===== config.mk =====
export PLATFORM = sky130hd
export DESIGN_NAME = spi_frame_command_decoder
export DESIGN_NICKNAME = d
export VERILOG_FILES = /design/src/inc/spi_cmd_pkg.sv /design/src/verilog/spi_frame_command_decoder.sv /design/src/verilog/register_bank.sv
export SDC_FILE = /design/constraint.sdc
export NUM_CORES = 1
export LEC_CHECK = 0
export BUFFER_PORTS_ARGS = -buffer_cell sky130_fd_sc_hd__buf_2
export CAP_MARGIN = 15
export CORE_MARGIN = 3
export CORE_UTILIZATION = 35
export DETAILED_ROUTE_END_ITERATION = 6
export PLACE_DENSITY_LB_ADDON = 0.15
export REMOVE_ABC_BUFFERS = 1
export SLEW_MARGIN = 20
export SYNTH_ARGS = -nofsm -noshare
export SYNTH_HDL_FRONTEND = slang
export SYNTH_SLANG_ARGS = --single-unit

===== constraint.sdc =====
create_clock -name CLOCK -period 2.75 [get_ports CLOCK]
set_input_delay 0.4125 -clock CLOCK [delete_from_list [all_inputs] [get_ports CLOCK]]
set_output_delay 0.4125 -clock CLOCK [all_outputs]
set_load 0.05 [all_outputs]

===== src/inc/spi_cmd_pkg.sv =====
// Purpose: shared constants and types of the spi command decoder
// Assumes: 16-bit command frames, apb register access
// Notes:   register bank addresses are primary/secondary pairs
package spi_cmd_pkg;

    // apb byte offsets
    localparam logic [7:0] OFS_CTRL       = 8'h00;
    localparam logic [7:0] OFS_DIAG_SRC   = 8'h04;
    localparam logic [7:0] OFS_LAST_CMD   = 8'h08;
    localparam logic [7:0] OFS_IRQ_STATUS = 8'h0c;
    localparam logic [7:0] OFS_IRQ_ENABLE = 8'h10;
    localparam logic [7:0] OFS_IRQ_CLEAR  = 8'h14;

    // reset values
    localparam logic [15:0] RST_DIAG_SRC  = 16'h7800;
    localparam logic [3:0]  RST_IRQ_EN    = 4'h0;
    localparam logic [15:0] RST_LAST_CMD  = 16'h0000;
    localparam logic [7:0]  RST_BANK      = 8'h00;

    // field positions
    localparam int ERR_FLAG_BIT = 10;
    localparam int SOFT_RST    = 0;
    localparam int EV_FRAME    = 0;
    localparam int EV_LEN_ERR  = 1;
    localparam int EV_SYNTAX   = 2;
    localparam int EV_WRITE    = 3;
    localparam int NUM_EVENTS  = 4;

    // frame length figures in serial clocks
    localparam int FRAME_MIN   = 16;
    localparam int FRAME_STEP  = 8;

    // leading two bits of a frame
    localparam logic [1:0] OP_READ  = 2'h1;
    localparam logic [1:0] OP_WRITE = 2'h2;
    // trailing two bits
    localparam logic [1:0] TAIL_DIAG = 2'h1;
    localparam logic [1:0] TAIL_READ = 2'h2;

    // highest primary address that is implemented
    localparam logic [3:0] PRIMARY_LAST = 4'h9;

    // command frame overlay
    typedef struct packed {
        logic [1:0] op;
        logic [3:0] primary_address_field;
        logic [1:0] secondary_address_field;
        logic [7:0] data;
    } frame_type;

    // bank write request
    typedef struct packed {
        logic       en;
        logic [3:0] primary_address_field;
        logic [1:0] secondary_address_field;
        logic [7:0] data;
    } bank_wr_type;

    // link phase
    typedef enum logic {LINK_IDLE, LINK_SHIFT} link_state_type;

    // implemented register address
    function automatic logic addr_ok(input logic [3:0] pa,
                                     input logic [1:0] sa);
        addr_ok = (pa <= PRIMARY_LAST) && (sa != 2'h3);
    endfunction : addr_ok

    // 16 plus a multiple of 8 clocks
    function automatic logic len_ok(input logic [15:0] n);
        len_ok = (n >= 16'(FRAME_MIN)) && (n[2:0] == 3'h0);
    endfunction : len_ok

endpackage : spi_cmd_pkg


===== src/verilog/spi_frame_command_decoder.sv =====
// Purpose: decode 16-bit spi command frames and pick the next reply
// Assumes: link pins sampled by CLOCK, spi mode 1, apb slave access
// Notes:   reply to a frame leaves during the following frame
//
// Local design decisions: the register offsets and the APB slave port.
`timescale 1ns/10ps
module spi_frame_command_decoder #(
    parameter logic [7:0] IDENT_VALUE = 8'h5a,  // arbitrary value
    parameter int         CNT_W       = 16
) (
    // clock and reset
    input  wire logic        CLOCK,
    input  wire logic        NRST,
    // serial link
    input  wire logic        SCLK,
    input  wire logic        CSN,
    input  wire logic        SI,
    output logic             SO,
    output logic             SO_OE,
    // apb slave
    input  wire logic        PSEL,
    input  wire logic        PENABLE,
    input  wire logic        PWRITE,
    input  wire logic [7:0]  PADDR,
    input  wire logic [31:0] PWDATA,
    output logic      [31:0] PRDATA,
    output logic             PREADY,
    output logic             PSLVERR,
    // interrupt
    output logic             IRQ
);
    localparam int NE = spi_cmd_pkg::NUM_EVENTS;

    // pin synchronisers, three stages each
    logic [2:0] sclk_s_q;
    logic [2:0] csn_s_q;
    logic [2:0] si_s_q;
    logic       sclk_f_q;       // filtered serial clock
    logic       csn_f_q;        // filtered chip select

    // link state
    spi_cmd_pkg::link_state_type state_q;
    logic [15:0]      rx_q;     // received word
    logic [15:0]      tx_q;     // outgoing word
    logic [CNT_W-1:0] cnt_q;    // clocks in this frame
    logic [15:0]      reply_q;  // reply for next frame
    logic             so_q;     // serial output bit

    // registers
    logic [15:0]   diag_src_q;  // diagnosis source fields
    logic [15:0]   last_cmd_q;  // last accepted frame
    logic [NE-1:0] irq_st_q;    // sticky events
    logic [NE-1:0] irq_en_q;    // event enables
    logic          soft_q;      // soft reset strobe
    logic [31:0]   prdata_q;    // read data
    // slave error is decoded straight from the access phase

    // edge detection on agreed samples
    wire sclk_agree = (sclk_s_q[1] == sclk_s_q[2]);
    wire csn_agree  = (csn_s_q[1] == csn_s_q[2]);
    wire sclk_fall  = sclk_agree && sclk_f_q && !sclk_s_q[2];
    wire csn_fall   = csn_agree && csn_f_q && !csn_s_q[2];
    wire csn_rise   = csn_agree && !csn_f_q && csn_s_q[2];
    wire si_bit     = si_s_q[2];

    // frame decode at chip select rise
    spi_cmd_pkg::frame_type fr;
    assign fr = spi_cmd_pkg::frame_type'(rx_q);

    wire len_good  = spi_cmd_pkg::len_ok(16'(cnt_q));
    wire adr_good  = spi_cmd_pkg::addr_ok(fr.primary_address_field,
                                          fr.secondary_address_field);
    wire is_diag   = !rx_q[15] && fr.data[1:0] == spi_cmd_pkg::TAIL_DIAG;
    wire is_read   = fr.op == spi_cmd_pkg::OP_READ
                     && fr.data[1:0] == spi_cmd_pkg::TAIL_READ;
    wire is_write  = fr.op == spi_cmd_pkg::OP_WRITE;
    wire read_ok   = is_read && adr_good;
    wire write_ok  = is_write && adr_good;
    // anything not recognised is a syntax error
    wire syntax    = !is_diag && !read_ok && !write_ok;
    wire frame_end = (state_q == spi_cmd_pkg::LINK_SHIFT) && csn_rise;
    wire accept    = frame_end && len_good;
    wire bad_len   = frame_end && !len_good;

    // register bank access
    spi_cmd_pkg::bank_wr_type bank_wr;
    logic [7:0]               bank_rd;
    assign bank_wr.en = accept && write_ok && !is_diag;
    assign bank_wr.primary_address_field   = fr.primary_address_field;
    assign bank_wr.secondary_address_field = fr.secondary_address_field;
    assign bank_wr.data                    = fr.data;

    register_bank #(
        .PRIMARY_W   (4),
        .SECONDARY_W (2)
    ) u_bank (
        .clock   (CLOCK),
        .nrst    (NRST),
        .clear   (soft_q),
        .wr      (bank_wr),
        .rd_pa   (fr.primary_address_field),
        .rd_sa   (fr.secondary_address_field),
        .rd_data (bank_rd)
    );

    // diagnosis word, top bit zero, error flag inserted
    wire [15:0] diag_word = {1'b0, diag_src_q[14:11], !len_good,
                             diag_src_q[9:0]};
    // reset response: error flag set with identification
    wire [15:0] rst_word  = {1'b0, diag_src_q[14:11], 1'b1,
                             diag_src_q[9:8], IDENT_VALUE};
    // read reply echoes both address fields
    wire [15:0] read_word = {spi_cmd_pkg::OP_WRITE,
                             fr.primary_address_field,
                             fr.secondary_address_field,
                             bank_rd};

    // reply chosen for the next frame
    wire [15:0] next_reply = (len_good && !is_diag && read_ok) ?
                             read_word : diag_word;

    // apb decode
    wire apb_wr   = PSEL && PENABLE && PWRITE;
    wire apb_rd   = PSEL && PENABLE && !PWRITE;
    wire a_ctrl   = PADDR == spi_cmd_pkg::OFS_CTRL;
    wire a_diag   = PADDR == spi_cmd_pkg::OFS_DIAG_SRC;
    wire a_last   = PADDR == spi_cmd_pkg::OFS_LAST_CMD;
    wire a_ist    = PADDR == spi_cmd_pkg::OFS_IRQ_STATUS;
    wire a_ien    = PADDR == spi_cmd_pkg::OFS_IRQ_ENABLE;
    wire a_iclr   = PADDR == spi_cmd_pkg::OFS_IRQ_CLEAR;
    wire a_map    = a_ctrl | a_diag | a_last | a_ist | a_ien | a_iclr;
    wire soft_req = apb_wr && a_ctrl && PWDATA[spi_cmd_pkg::SOFT_RST];

    // read mux
    wire [31:0] rd_mux = a_diag ? {16'h0000, diag_src_q} :
                         a_last ? {16'h0000, last_cmd_q} :
                         a_ist  ? 32'(irq_st_q) :
                         a_ien  ? 32'(irq_en_q) : 32'h0000_0000;

    // events of this cycle
    wire [NE-1:0] ev;
    assign ev[spi_cmd_pkg::EV_FRAME]  = accept;
    assign ev[spi_cmd_pkg::EV_LEN_ERR] = bad_len;
    assign ev[spi_cmd_pkg::EV_SYNTAX] = accept && syntax;
    assign ev[spi_cmd_pkg::EV_WRITE]  = bank_wr.en;

    wire [NE-1:0] clr = (apb_wr && a_iclr) ? PWDATA[NE-1:0] : '0;

    // zero wait apb answer
    assign PREADY  = 1'b1;
    assign PRDATA  = prdata_q;
    assign PSLVERR = PSEL && PENABLE && !a_map;
    assign IRQ     = |(irq_st_q & irq_en_q);
    // driven only inside a frame
    assign SO      = so_q;
    assign SO_OE   = (state_q == spi_cmd_pkg::LINK_SHIFT);

    // pin synchronisers
    always_ff @(posedge CLOCK) begin
        if (!NRST) begin
            sclk_s_q <= 3'h0;
            csn_s_q  <= 3'h7;
            si_s_q   <= 3'h0;
        end else begin
            sclk_s_q <= {sclk_s_q[1:0], SCLK};
            csn_s_q  <= {csn_s_q[1:0], CSN};
            si_s_q   <= {si_s_q[1:0], SI};
        end
    end

    // filtered levels follow once two stages agree
    always_ff @(posedge CLOCK) begin
        if (!NRST) begin
            sclk_f_q <= 1'b0;
            csn_f_q  <= 1'b1;
        end else begin
            if (sclk_agree) sclk_f_q <= sclk_s_q[2];
            if (csn_agree)  csn_f_q  <= csn_s_q[2];
        end
    end

    // link state machine
    always_ff @(posedge CLOCK) begin
        if (!NRST) begin
            state_q <= spi_cmd_pkg::LINK_IDLE;
        end else begin
            case (state_q)
                spi_cmd_pkg::LINK_IDLE: begin
                    if (csn_fall) state_q <= spi_cmd_pkg::LINK_SHIFT;
                end
                spi_cmd_pkg::LINK_SHIFT: begin
                    if (csn_rise) state_q <= spi_cmd_pkg::LINK_IDLE;
                end
                default: state_q <= spi_cmd_pkg::LINK_IDLE;
            endcase
        end
    end

    // shifter: load reply at frame start, shift on falling clock
    always_ff @(posedge CLOCK) begin
        if (!NRST) begin
            tx_q  <= 16'h0000;
            rx_q  <= 16'h0000;
            cnt_q <= '0;
            so_q  <= 1'b0;
        end else if (csn_fall && state_q == spi_cmd_pkg::LINK_IDLE) begin
            tx_q  <= reply_q;
            so_q  <= reply_q[15];
            cnt_q <= '0;
        end else if (sclk_fall && state_q == spi_cmd_pkg::LINK_SHIFT) begin
            rx_q  <= {rx_q[14:0], si_bit};
            tx_q  <= {tx_q[14:0], si_bit};       // chain passthrough
            so_q  <= tx_q[14];
            if (~&cnt_q) cnt_q <= cnt_q + 1'b1;  // saturating
        end
    end

    // reply for the following frame
    always_ff @(posedge CLOCK) begin
        if (!NRST || soft_q) begin
            reply_q <= rst_word;
        end else if (frame_end) begin
            reply_q <= next_reply;
        end
    end

    // last accepted command for software
    always_ff @(posedge CLOCK) begin
        if (!NRST) begin
            last_cmd_q <= spi_cmd_pkg::RST_LAST_CMD;
        end else if (accept) begin
            last_cmd_q <= rx_q;
        end
    end

    // software registers
    always_ff @(posedge CLOCK) begin
        if (!NRST) begin
            diag_src_q <= spi_cmd_pkg::RST_DIAG_SRC;
            irq_en_q   <= spi_cmd_pkg::RST_IRQ_EN;
            soft_q     <= 1'b0;
        end else begin
            soft_q <= soft_req;
            if (apb_wr && a_diag) diag_src_q <= PWDATA[15:0];
            if (apb_wr && a_ien)  irq_en_q   <= PWDATA[NE-1:0];
        end
    end

    // sticky status, set wins over clear
    always_ff @(posedge CLOCK) begin
        if (!NRST) begin
            irq_st_q <= '0;
        end else begin
            irq_st_q <= (irq_st_q & ~clr) | ev;
        end
    end

    // registered read data
    always_ff @(posedge CLOCK) begin
        if (!NRST) begin
            prdata_q <= 32'h0000_0000;
        end else begin
            // capture in setup so data stands for the whole access
            if (PSEL && !PENABLE && !PWRITE) prdata_q <= rd_mux;
            else if (apb_rd)                 prdata_q <= prdata_q;
        end
    end
endmodule : spi_frame_command_decoder


===== src/verilog/register_bank.sv =====
// Purpose: 8-bit configuration registers written over the serial link
// Assumes: caller only writes implemented addresses
// Notes:   soft clear returns every register to its reset value
`timescale 1ns/10ps
module register_bank #(
    parameter int PRIMARY_W   = 4,
    parameter int SECONDARY_W = 2
) (
    // clock and reset
    input  wire logic                      clock,
    input  wire logic                      nrst,
    input  wire logic                      clear,
    // write port
    input  wire spi_cmd_pkg::bank_wr_type  wr,
    // read port
    input  wire logic [PRIMARY_W-1:0]      rd_pa,
    input  wire logic [SECONDARY_W-1:0]    rd_sa,
    output logic      [7:0]                rd_data
);
    localparam int DEPTH = 1 << (PRIMARY_W + SECONDARY_W);

    logic [7:0] mem_q [DEPTH];   // register contents

    // read selection
    assign rd_data = mem_q[{rd_pa, rd_sa}];

    // write or clear
    always_ff @(posedge clock) begin
        for (int i = 0; i < DEPTH; i++) begin
            if (!nrst || clear) begin
                mem_q[i] <= spi_cmd_pkg::RST_BANK;
            end else if (wr.en && i == int'({wr.primary_address_field,
                                          wr.secondary_address_field}))
            begin
                mem_q[i] <= wr.data;
            end
        end
    end
endmodule : register_bank


==> impl_results.md, run 1 <==
- Status: finished, final reports clean
- Max_cap viols: 0
- Top FF cell, synth: edfxtp_1
- R2R setup slack: 0.01 ns
- CP endpoint kind: flop
- 1st-iter DRT viols: 1264
- Layout cells sized above 1: 0.160
- Starting Density: 0.354
- Clk slew on worst S/H paths: roughly 0.060 ns
- R2R Path End: u_bank.mem_q[9][1]$_SDFFCE_PN0P_
- R2R Path Start: cnt_q[13]$_SDFFE_PP0P_
- CTS tree: built
- Post-synth top area share: 0.566
- IR Drop Worst-Case VDD: about 0.42 mV
- GR Util All Layers: 0.173
- Largest net degree at the start of global routing: 77
- Final Max Slew Viols: 0
- Post-DP HPWL: 48800 um
- PortBufs: between 50 and 60
- First-pass GRT wire length: 107000 um
- WL met3: roughly 4300 um
- DR WL/cell: 20.0 um
- CTS sink count: 651
- H-tree level count: 3
- Rel. slew slack: 0.414
- Number of global-route vias before repair: ~17k
- Clk_lat worst skew: 0.61 ns
- Hold Path Class: in -> reg
- Post-route minimum period: 2.74 ns
- Gate Count Post-Synth: 2025
- Data required, critical path: 3.10 ns
- Syn avg cell area: 13.6 um2
- Root Buffer: clkbuf_16
- Clock skew: just under 0.03 ns
- Fill count: a little over 7k
- Static Leakage: approximately 12 nW
- Final setup vio count: 0
- Num CTS Buffers: between 70 and 80
- Hold_ws: roughly 0.041 ns
- Worst path cell trace: or4_1 -> o311a_1 -> and4bb_1 -> buf_4 -> nand2_1 -> buf_4 -> o21ai_0 -> buf_4
- Netlist cell types: 58
- Residual DRC: 0
- Die area: 0.0819 mm2
- Max Buffers Root-to-Sink: 3
- Die H: between 200 and 300 um
- Initial antenna violation count: 0
- Via density: 4.87
- Io pins: 85
- Slowest-stage cell, CP: or4_1
- Synth area leader: edfxtp_1
- Hold_sp: PWDATA[13]
- Worst Hold Path Cells: 3
- Pre-CTS setup slack: -0.0366 ns
- EDFF count, synth: 518
- DRT antenna net count: 0
- Post-route setup slack: 0.0104 ns
- Area growth syn-to-layout: 21.0%
- Metal2 WL: about 34000 um
- WS Path Type: reg -> reg
- Final #Nets: 2496
- Worst hold endpoint: diag_src_q[13]$_SDFFE_PN1P_
- RSZ-0062 raised after global routing: true
- Area contributors post-synth: edfxtp_1 (57%), dfxtp_1 (9.7%), mux2i_1 (6.8%), mux4_2 (3.9%), and2_1 (3.2%)
- Setup crit start kind: flop
- 1st-pass router iterations: 5
- GP Congestion: a little under 0.8
- Grt ovf: 0
- Area of the mapped netlist: 0.0275 mm2
- Final Hold Viols: 0
- Post-synthesis async set-or-reset flop share: 0
- Max incr delay on CP: 0.55 ns
- Metal-1 WL: between 30000 and 40000 um
- Final worst path period share: 0.996
- Die Wd: roughly 290 um
- Least-Margin Pin Slew: 0.877 ns
- Yosys warns: 0
- Vias: 17.3k
- Post-synthesis register bit count: 651
- Top layer in use: met4
- FP Rows: 102
- PD cells: around 640 mW/mm2
- Most used cell, CP: buf_4
- Worst EP arrival: 3.09 ns
- Worst R2R Path Depth: 8
- Register area share after synthesis: 0.663
- Maximum clock frequency: between 0.3 and 0.4 GHz
- Core ar.: 0.0776 mm2
- Final WL: roughly 70000 um
- Crit-path max FO: 8
==> logic make-up after synthesis <==
| group | share of synthesized area |
|---|---|
| flops | 0.663 |
| simple gates | 0.122 |
| compound gates | 0.0676 |
| mux | 0.108 |
| buf+inv | 0.0338 |
| xor+xnor | 0.00478 |
| fa+ha+maj | 0.000910 |
| other cells | 0.000273 |
==> power breakdown <==
group / leakage, nW / switching, W / internal, W
Combinational: 4.73 / 0.000519 / 0.000213
Clock: 1.12 / 0.00388 / 0.00543
Sequential: 6.28 / 0.000124 / 0.0111
Total: 12.1 / 0.00452 / 0.0168
==> Yosys cell counts, drive strengths merged (8+ instances only) <==
| library cell | number |
|---|---|
| a211oi | 13 |
| a21oi | 75 |
| a221oi | 21 |
| a22o | 9 |
| a22oi | 97 |
| and2 | 139 |
| and3 | 87 |
| buf | 49 |
| clkbuf | 112 |
| dfxtp | 133 |
| edfxtp | 518 |
| inv | 40 |
| mux2i | 188 |
| mux4 | 48 |
| nand2 | 128 |
| nand2b | 8 |
| nand3 | 63 |
| nand4 | 18 |
| nor2 | 102 |
| nor2b | 15 |
| nor3 | 43 |
| nor3b | 10 |
| o21ai | 44 |
| xor2 | 11 |
==> cell usage in the layout (no fill, tap or decap), types with 18 or more instances in the layout <==
master and count:
a21oi_1 75, a221oi_1 20, a22oi_1 97, and2_1 139
and3_1 85, buf_12 18, buf_2 51, buf_4 146
clkbuf_16 72, conb_1 289, dfxtp_1 131, edfxtp_1 518
inv_1 39, mux2i_1 188, mux4_2 48, nand2_1 128
nand3_1 60, nand4_1 18, nor2_1 86, nor3_1 41
o21ai_0 39
==> final cells by class <==
type / instances / area, um2 / share of cell area
Sequential cell: 651 / 18200 / 0.548
Multi-Input combinational cell: 1459 / 9520 / 0.286
Clock buffer: 93 / 1920 / 0.0578
Timing Repair Buffer: 221 / 1770 / 0.0533
Tap cell: 1040 / 1300 / 0.0391
Clock inverter: 40 / 354 / 0.0106
Inverter: 41 / 154 / 0.00463
Antenna cell: 1 / 2.50 / 0.0000753
==> per-stage QoR <==
step | util | setup TNS [ns] | area [um2] | power, W | instances
after detailed placement | 0.398 | -0.292 | 30900 | 0.0122 | 3406
after global routing | 0.429 | -5.60 | 33300 | 0.0220 | 3545
after global placement | 0.398 | -0.197 | 30900 | 0.0121 | 3406
final | 0.429 | 0 | 33300 | 0.0213 | 3546
after CTS | 0.428 | 0 | 33200 | 0.0215 | 3545
after floorplan | - | -1884.88 | 27800 | 0.0118 | 2151
==> metal layers <==
| metal | GRT usage | vias up |
|---|---|---|
| li1 | - | 8148 |
| met5 | 0 | - |
| met4 | 0.0519 | 0 |
| met1 | 0.229 | 8614 |
| met2 | 0.286 | 417 |
| met3 | 0.0380 | 102 |
==> how the worst max path moves through the flow <==
stage	start	endpoint	slack, ns	cells past startpoint
after CTS	cnt_q[1]$_SDFFE_PP0P_	u_bank.mem_q[29][6]$_SDFFCE_PN0P_	0.04	9
after global placement	cnt_q[1]$_SDFFE_PP0P_	u_bank.mem_q[24][1]$_SDFFCE_PN0P_	-0.02	8
final	cnt_q[13]$_SDFFE_PP0P_	u_bank.mem_q[9][1]$_SDFFCE_PN0P_	0.01	8
after global routing	cnt_q[1]$_SDFFE_PP0P_	u_bank.mem_q[37][7]$_SDFFCE_PN0P_	-0.10	9
after floorplan	flop	reply_q[0]$_SDFFE_PN0P_	-5.18	6
after detailed placement	cnt_q[1]$_SDFFE_PP0P_	u_bank.mem_q[24][3]$_SDFFCE_PN0P_	-0.04	8
==> registers in the layout (all words and copies together) (netlist names), named ones only <==
| name | flops |
|---|---|
| u_bank.mem_q | 512 |
| PRDATA | 16 |
| cnt_q | 16 |
| diag_src_q | 16 |
| fr | 16 |
| last_cmd_q | 16 |
| reply_q | 16 |
| tx_q | 15 |
| irq_en_q | 4 |
| irq_st_q | 4 |
| csn_s_q | 3 |
| sclk_s_q | 3 |
| si_s_q | 3 |
| SO | 1 |
| SO_OE | 1 |
| csn_f_q | 1 |
| sclk_f_q | 1 |
| soft_q | 1 |
==> critical path: cells and delay by family, from the launching register on <==
family / cells / cell delay (ns)
flops: 1 / 0.33
buf+inv: 3 / 0.61
simple gates: 3 / 1.08
compound gates: 2 / 0.46
==> timing repair <==
action | 4_1_cts | 5_1_grt
pin swaps | 0 | 0
endpoints found under the setup margin | 16 | 181
resized for setup | 2 | 20
hold buffers | 6 | 0
hold endpoints to repair | 6 | 0
setup buffers | 0 | 0
Note: power is estimated with default switching activity, not from simulation.
==> run 2, diff against run 1 <==
--- a/config.mk
+++ b/config.mk
@@ -7,12 +7,16 @@
 export LEC_CHECK = 0
 export BUFFER_PORTS_ARGS = -buffer_cell sky130_fd_sc_hd__buf_2
 export CAP_MARGIN = 15
+export CELL_PAD_IN_SITES_DETAIL_PLACEMENT = 1
+export CELL_PAD_IN_SITES_GLOBAL_PLACEMENT = 2
 export CORE_MARGIN = 3
 export CORE_UTILIZATION = 35
+export CTS_CLUSTER_SIZE = 12
 export DETAILED_ROUTE_END_ITERATION = 6
 export PLACE_DENSITY_LB_ADDON = 0.15
 export REMOVE_ABC_BUFFERS = 1
 export SLEW_MARGIN = 20
 export SYNTH_ARGS = -nofsm -noshare
 export SYNTH_HDL_FRONTEND = slang
+export SYNTH_HIERARCHICAL = 1
 export SYNTH_SLANG_ARGS = --single-unit
==> impl_results.md, run 2 <==
- Top FF cell, synth: edfxtp_1
- Area growth syn-to-layout: 19.7%
- Setup crit start kind: flop
- DR WL/cell: 24.7 um
- Layout cells sized above 1: 0.259
- Hold Path Class: in -> reg
- DRT antenna net count: 0
- Max_cap viols: 0
- PortBufs: 51
- 1st-iter DRT viols: ~1.2k
- CTS sink count: approximately 650
- Grt ovf: 0
- Max Buffers Root-to-Sink: 3
- Maximum clock frequency: 0.356 GHz
- Placed Cells: 3494
- Clk slew on worst S/H paths: 0.06 ns
- Largest net degree at the start of global routing: 75
- Grt peak-use layer: met2
- Final setup vio count: 4
- IR Drop Worst-Case VDD: 0.438 mV
- Via density: 5.21
- Die H: 298 um
- Cell with the most instances after synthesis: and2_1
- Post-synthesis register bit count: 645
- WS Path Type: reg -> reg
- Num CTS Buffers: 77
- Synth area leader: edfxtp_1
- Die Wd: slightly below 300 um
- Failing checks: setup timing
- Worst EP arrival: 3.30 ns
- H-tree level count: 3
- Number of global-route vias before repair: just over 20k
- Root Buffer: clkbuf_16
- Crit-path max FO: 7
- Final #Nets: roughly 2.5k
- FP Rows: between 100 and 150
- Post-route setup slack: -0.0603 ns
- Most common cell after layout, fill and taps aside: and2_1
- Residual DRC: 0
- Max FFs per register: 512
- Status: finished with violations
- Register area share after synthesis: 0.608
- EDFF count, synth: 518
- Syn avg cell area: 13.1 um2
- Antenna Diode Count: 0
- PD cells: 600 mW/mm2
- Gate Count Post-Synth: around 2.3k
- Met3 Use GR: 0.0281
- Placed cell areas: 0.0325 mm2
- Clock skew: ~0.018 ns
- Area of the mapped netlist: 0.0298 mm2
- Synth cell count leaders: and2_1 (523), edfxtp_1 (518), nand2_1 (152), dfxtp_1 (127), mux4_2 (127)
- Layout Cells excl Fill: 3658
- Initial antenna violation count: 3
- Biggest register: u_bank/mem_q
- Die area: roughly 0.089 mm2
- Static Leakage: 12.2 nW
- Post-synthesis async set-or-reset flop share: 0
- Core ar.: roughly 0.084 mm2
- Met1 usage: 0.266
- Hold_ws: about 0.066 ns
- Post-DP HPWL: 59500 um
- First-pass GRT wire length: approximately 130000 um
- Final Hold Viols: 0
- Final Cell Area: 0.0356 mm2
- Final worst path period share: 1.02
- Vias: roughly 19k
- Met2 Resource Use GR: 0.347
- Io pins: 85
- CP endpoint kind: flop
- GR Util All Layers: 0.203
- Final Max Slew Viols: 0
- Post-route minimum period: 2.81 ns
- CTS tree: built
- 1st-pass router iterations: 5
- Post-synth top area share: 0.522
- Area contributors post-synth: edfxtp_1 (52%), and2_1 (11%), mux4_2 (9.6%), dfxtp_1 (8.5%), nand2_1 (1.9%)
- Final WL: ~90000 um
- Starting Density: 0.355
- GP Congestion: ~0.8
- Netlist cell types: 68
- Most frequent cells in the layout: and2_1 (521), edfxtp_1 (518), buf_4 (194), nand2_1 (147), mux4_2 (127)
- Data required, critical path: 3.24 ns
- Clk_lat worst skew: 0.62 ns
- RSZ-0062 raised after global routing: true
- Yosys warns: 6
- Rel. slew slack: 0.409
- Least-Margin Pin Slew: 0.887 ns
## run 2: cells by family (layout without fill, tap and decap cells)
group	count (synthesis)	in the layout	synth area share
adder cells (fa/ha/maj)	2	2	0.000840
flip-flops	645	645	0.608
AND/OR/NAND/NOR	944	944	0.178
AO/OA/AOI/OAI	279	279	0.0615
buffers and inverters	194	438	0.0306
other	2	17	0.000252
multiplexers	199	199	0.121
## run 2: repair_timing
action,in CTS,in global routing
gates cloned,1,1
pin swaps,5,11
buffers inserted,12,10
setup endpoints to repair,304,421
gates resized for setup,69,78
hold endpoints to repair,7,0
hold buffers,7,0
## run 2: routing by layer
| metal | wire length [um] | up-vias |
|---|---|---|
| li1 | - | 8715 |
| met1 | 39600 | 9869 |
| met2 | 44800 | 342 |
| met3 | 3210 | 124 |
| met4 | 2640 | 2 |
| met5 | 15 | - |
## run 2: where the power goes
part	switching (W)	leakage (nW)	internal, W
clock	0.00404	1.13	0.00549
sequential	0.000133	5.95	0.0109
combinational	0.000498	5.10	0.000310
total	0.00467	12.2	0.0167
## run 2: metrics by stage
step | total power (W) | worst slack [ns] | setup TNS [ns] | util
6_report | 0.0214 | -0.0603 | -0.117 | 0.425
5_1_grt | 0.0222 | -0.132 | -1.53 | 0.425
4_1_cts | 0.0217 | -0.117 | -0.301 | 0.421
3_5_place_dp | 0.0120 | -0.227 | -16.10 | 0.387
3_3_place_gp | 0.0120 | -0.227 | -11.86 | 0.387
2_1_floorplan | 0.0116 | -3.79 | -3721.63 | -
## run 2: worst max-delay path, cell delays in order, from the launching register on
cell	delay, ns
dfxtp_4	0.49
buf_8	0.18
mux4_2	0.53
mux4_2	0.59
nand3_1	0.13
o211ai_1	0.17
or3_1	0.43
nor3_2	0.11
a211oi_1	0.06
## run 2: final timing paths
check             cells past startpoint                          end             startpoint  slack [ns]
setup / recovery                      8      reply_q[3]$_SDFFE_PP1P_     fr[9]$_SDFFE_PN0P_       -0.06
hold / removal                        3  diag_src_q[10]$_SDFFE_PN0P_             PWDATA[10]        0.07
setup reg to reg                      8      reply_q[3]$_SDFFE_PP1P_     fr[9]$_SDFFE_PN0P_       -0.06
hold reg to reg                       1        csn_s_q[1]$_SDFF_PN1_  csn_s_q[0]$_SDFF_PN1_        0.43
## run 2: final cells by class
class                      count  area [um2]
fill                        8648       48300
sequential                   645       18100
multi-input combinational   1441       11300
timing repair buffer         288        2480
clock buffer                  99        2110
tap                         1134        1420
clock inverter                36         204
inverter                      15        56.3
==> run 3, diff against run 2 <==
--- a/config.mk
+++ b/config.mk
@@ -5,7 +5,7 @@
 export SDC_FILE = /design/constraint.sdc
 export NUM_CORES = 1
 export LEC_CHECK = 0
-export BUFFER_PORTS_ARGS = -buffer_cell sky130_fd_sc_hd__buf_2
+export BUFFER_PORTS_ARGS = -buffer_cell sky130_fd_sc_hd__buf_4
 export CAP_MARGIN = 15
 export CELL_PAD_IN_SITES_DETAIL_PLACEMENT = 1
 export CELL_PAD_IN_SITES_GLOBAL_PLACEMENT = 2
==> impl_results.md, run 3 (same netlist as run 2, synthesis figures left out) <==
- GP Congestion: 0.791
- Num CTS Buffers: 76
- Number of global-route vias before repair: 20.7k
- Final worst path period share: 1.00
- Static Leakage: between 10 and 15 nW
- Final setup vio count: 1
- 1st-pass router iterations: 5
- Area growth syn-to-layout: 21.6%
- Max Buffers Root-to-Sink: 3
- Crit-path max FO: 8
- CTS tree: built
- Via density: 5.22
- Clock skew: about 0.026 ns
- Grt ovf: 0
- Pre-CTS setup slack: -0.247 ns
- PortBufs: 51
- GR Util All Layers: 0.201
- Post-route setup slack: -0.00913 ns
- Hold Path Class: in -> reg
- Final Max Slew Viols: 0
- DRT antenna net count: 0
- IR Drop Worst-Case VDD: 0.430 mV
- Biggest register: u_bank/mem_q
- DR WL/cell: 24.5 um
- Die H: 298 um
- Final Hold Viols: 0
- CP endpoint kind: flop
- Initial antenna violation count: 1
- Rel. slew slack: 0.422
- FP Rows: 106
- Maximum clock frequency: 0.362 GHz
- Post-DP HPWL: 59900 um
- Hold_ws: 0.0540 ns
- 1st-iter DRT viols: 1247
- Worst EP arrival: ~3.3 ns
- Setup crit start kind: flop
- Failing checks: setup timing
- Clk_lat worst skew: 0.63 ns
- Most frequent cells in the layout: and2_1 (521), edfxtp_1 (518), buf_4 (267), nand2_1 (147), mux4_2 (127)
- Io pins: 85
- RSZ-0062 raised after global routing: true
- Final #Nets: 2544
- Max FFs per register: 512
- Die area: between 0.08 and 0.09 mm2
- First-pass GRT wire length: 134000 um
- Starting Density: 0.355
- Layout cells sized above 1: 0.270
- H-tree level count: 3
- Core ar.: 0.0840 mm2
- Residual DRC: 0
- CTS sink count: 645
- PD cells: slightly above 600 mW/mm2
- R2R setup slack: -0.009 ns
- Vias: 19.3k
- Status: finished with violations
- Data required, critical path: 3.24 ns
- Final core occ: 0.431
- Post-route minimum period: 2.76 ns
- Root Buffer: clkbuf_16
- Clk slew on worst S/H paths: around 0.060 ns
- WS Path Type: reg -> reg
- Max_cap viols: 0
- Least-Margin Pin Slew: 0.859 ns
- Final WL: 90400 um
- Most common cell after layout, fill and taps aside: and2_1
- Die Wd: 298 um
- Largest net degree at the start of global routing: between 60 and 70
-- run 3: power by group --
group | leakage, nW | switching [W] | internal [W]
sequential | 5.95 | 0.000127 | 0.0109
combinational | 5.28 | 0.000505 | 0.000330
clock | 1.21 | 0.00412 | 0.00611
-- run 3: area by class of cell --
class	count	area [um2]
fill	8583	47700
sequential	645	18100
multi-input combinational	1441	11300
timing repair buffer	315	2840
clock buffer	104	2100
tap	1134	1420
clock inverter	36	395
inverter	15	56.3
antenna	2	5.00
-- run 3: routing by layer --
metal / vias up / wire length [um] / track usage
met2: 342 / 44600 / 0.345
met4: 0 / 2050 / 0.0520
li1: 8768 / - / -
met1: 10000 / 40400 / 0.269
met3: 109 / 3320 / 0.0292
met5: - / 0 / 0
-- run 3: path summary, 6_finish.rpt --
| path | startpoint | endpoint | cells past startpoint |
|---|---|---|---|
| worst max-delay path | fr[9]$_SDFFE_PN0P_ | reply_q[3]$_SDFFE_PP1P_ | 9 |
| worst min register to register | csn_s_q[0]$_SDFF_PN1_ | csn_s_q[1]$_SDFF_PN1_ | 1 |
| worst max register to register | fr[9]$_SDFFE_PN0P_ | reply_q[3]$_SDFFE_PP1P_ | 9 |
| worst min-delay path | PWDATA[5] | diag_src_q[5]$_SDFFE_PN0P_ | 3 |
-- run 3: stage by stage --
stage | cells | instance area (um2) | setup TNS (ns) | power (W)
3_3_place_gp | 3515 | 32800 | -9.08 | 0.0120
2_1_floorplan | 2101 | 29000 | -3721.63 | 0.0116
3_5_place_dp | 3515 | 32800 | -18.13 | 0.0121
5_1_grt | 3690 | 36200 | -0.335 | 0.0228
4_1_cts | 3676 | 35700 | -3.92 | 0.0224
6_report | 3692 | 36200 | -0.00913 | 0.0221
-- run 3: worst max-delay path, cell delays in order, from the launching register on --
cell      delay (ns)
dfxtp_4         0.45
buf_12          0.14
buf_12          0.13
mux4_2          0.54
mux4_2          0.57
nand3_2         0.09
o211ai_1        0.15
or3_1           0.36
nor3_2          0.11
a211oi_1        0.07
-- run 3: what timing repair did --
action	in CTS	in global routing
hold buffers	7	0
setup buffers	14	13
pin swaps	5	6
endpoints found under the hold margin	7	0
gates cloned	0	2
resized for setup	62	97
setup endpoints to repair	304	658
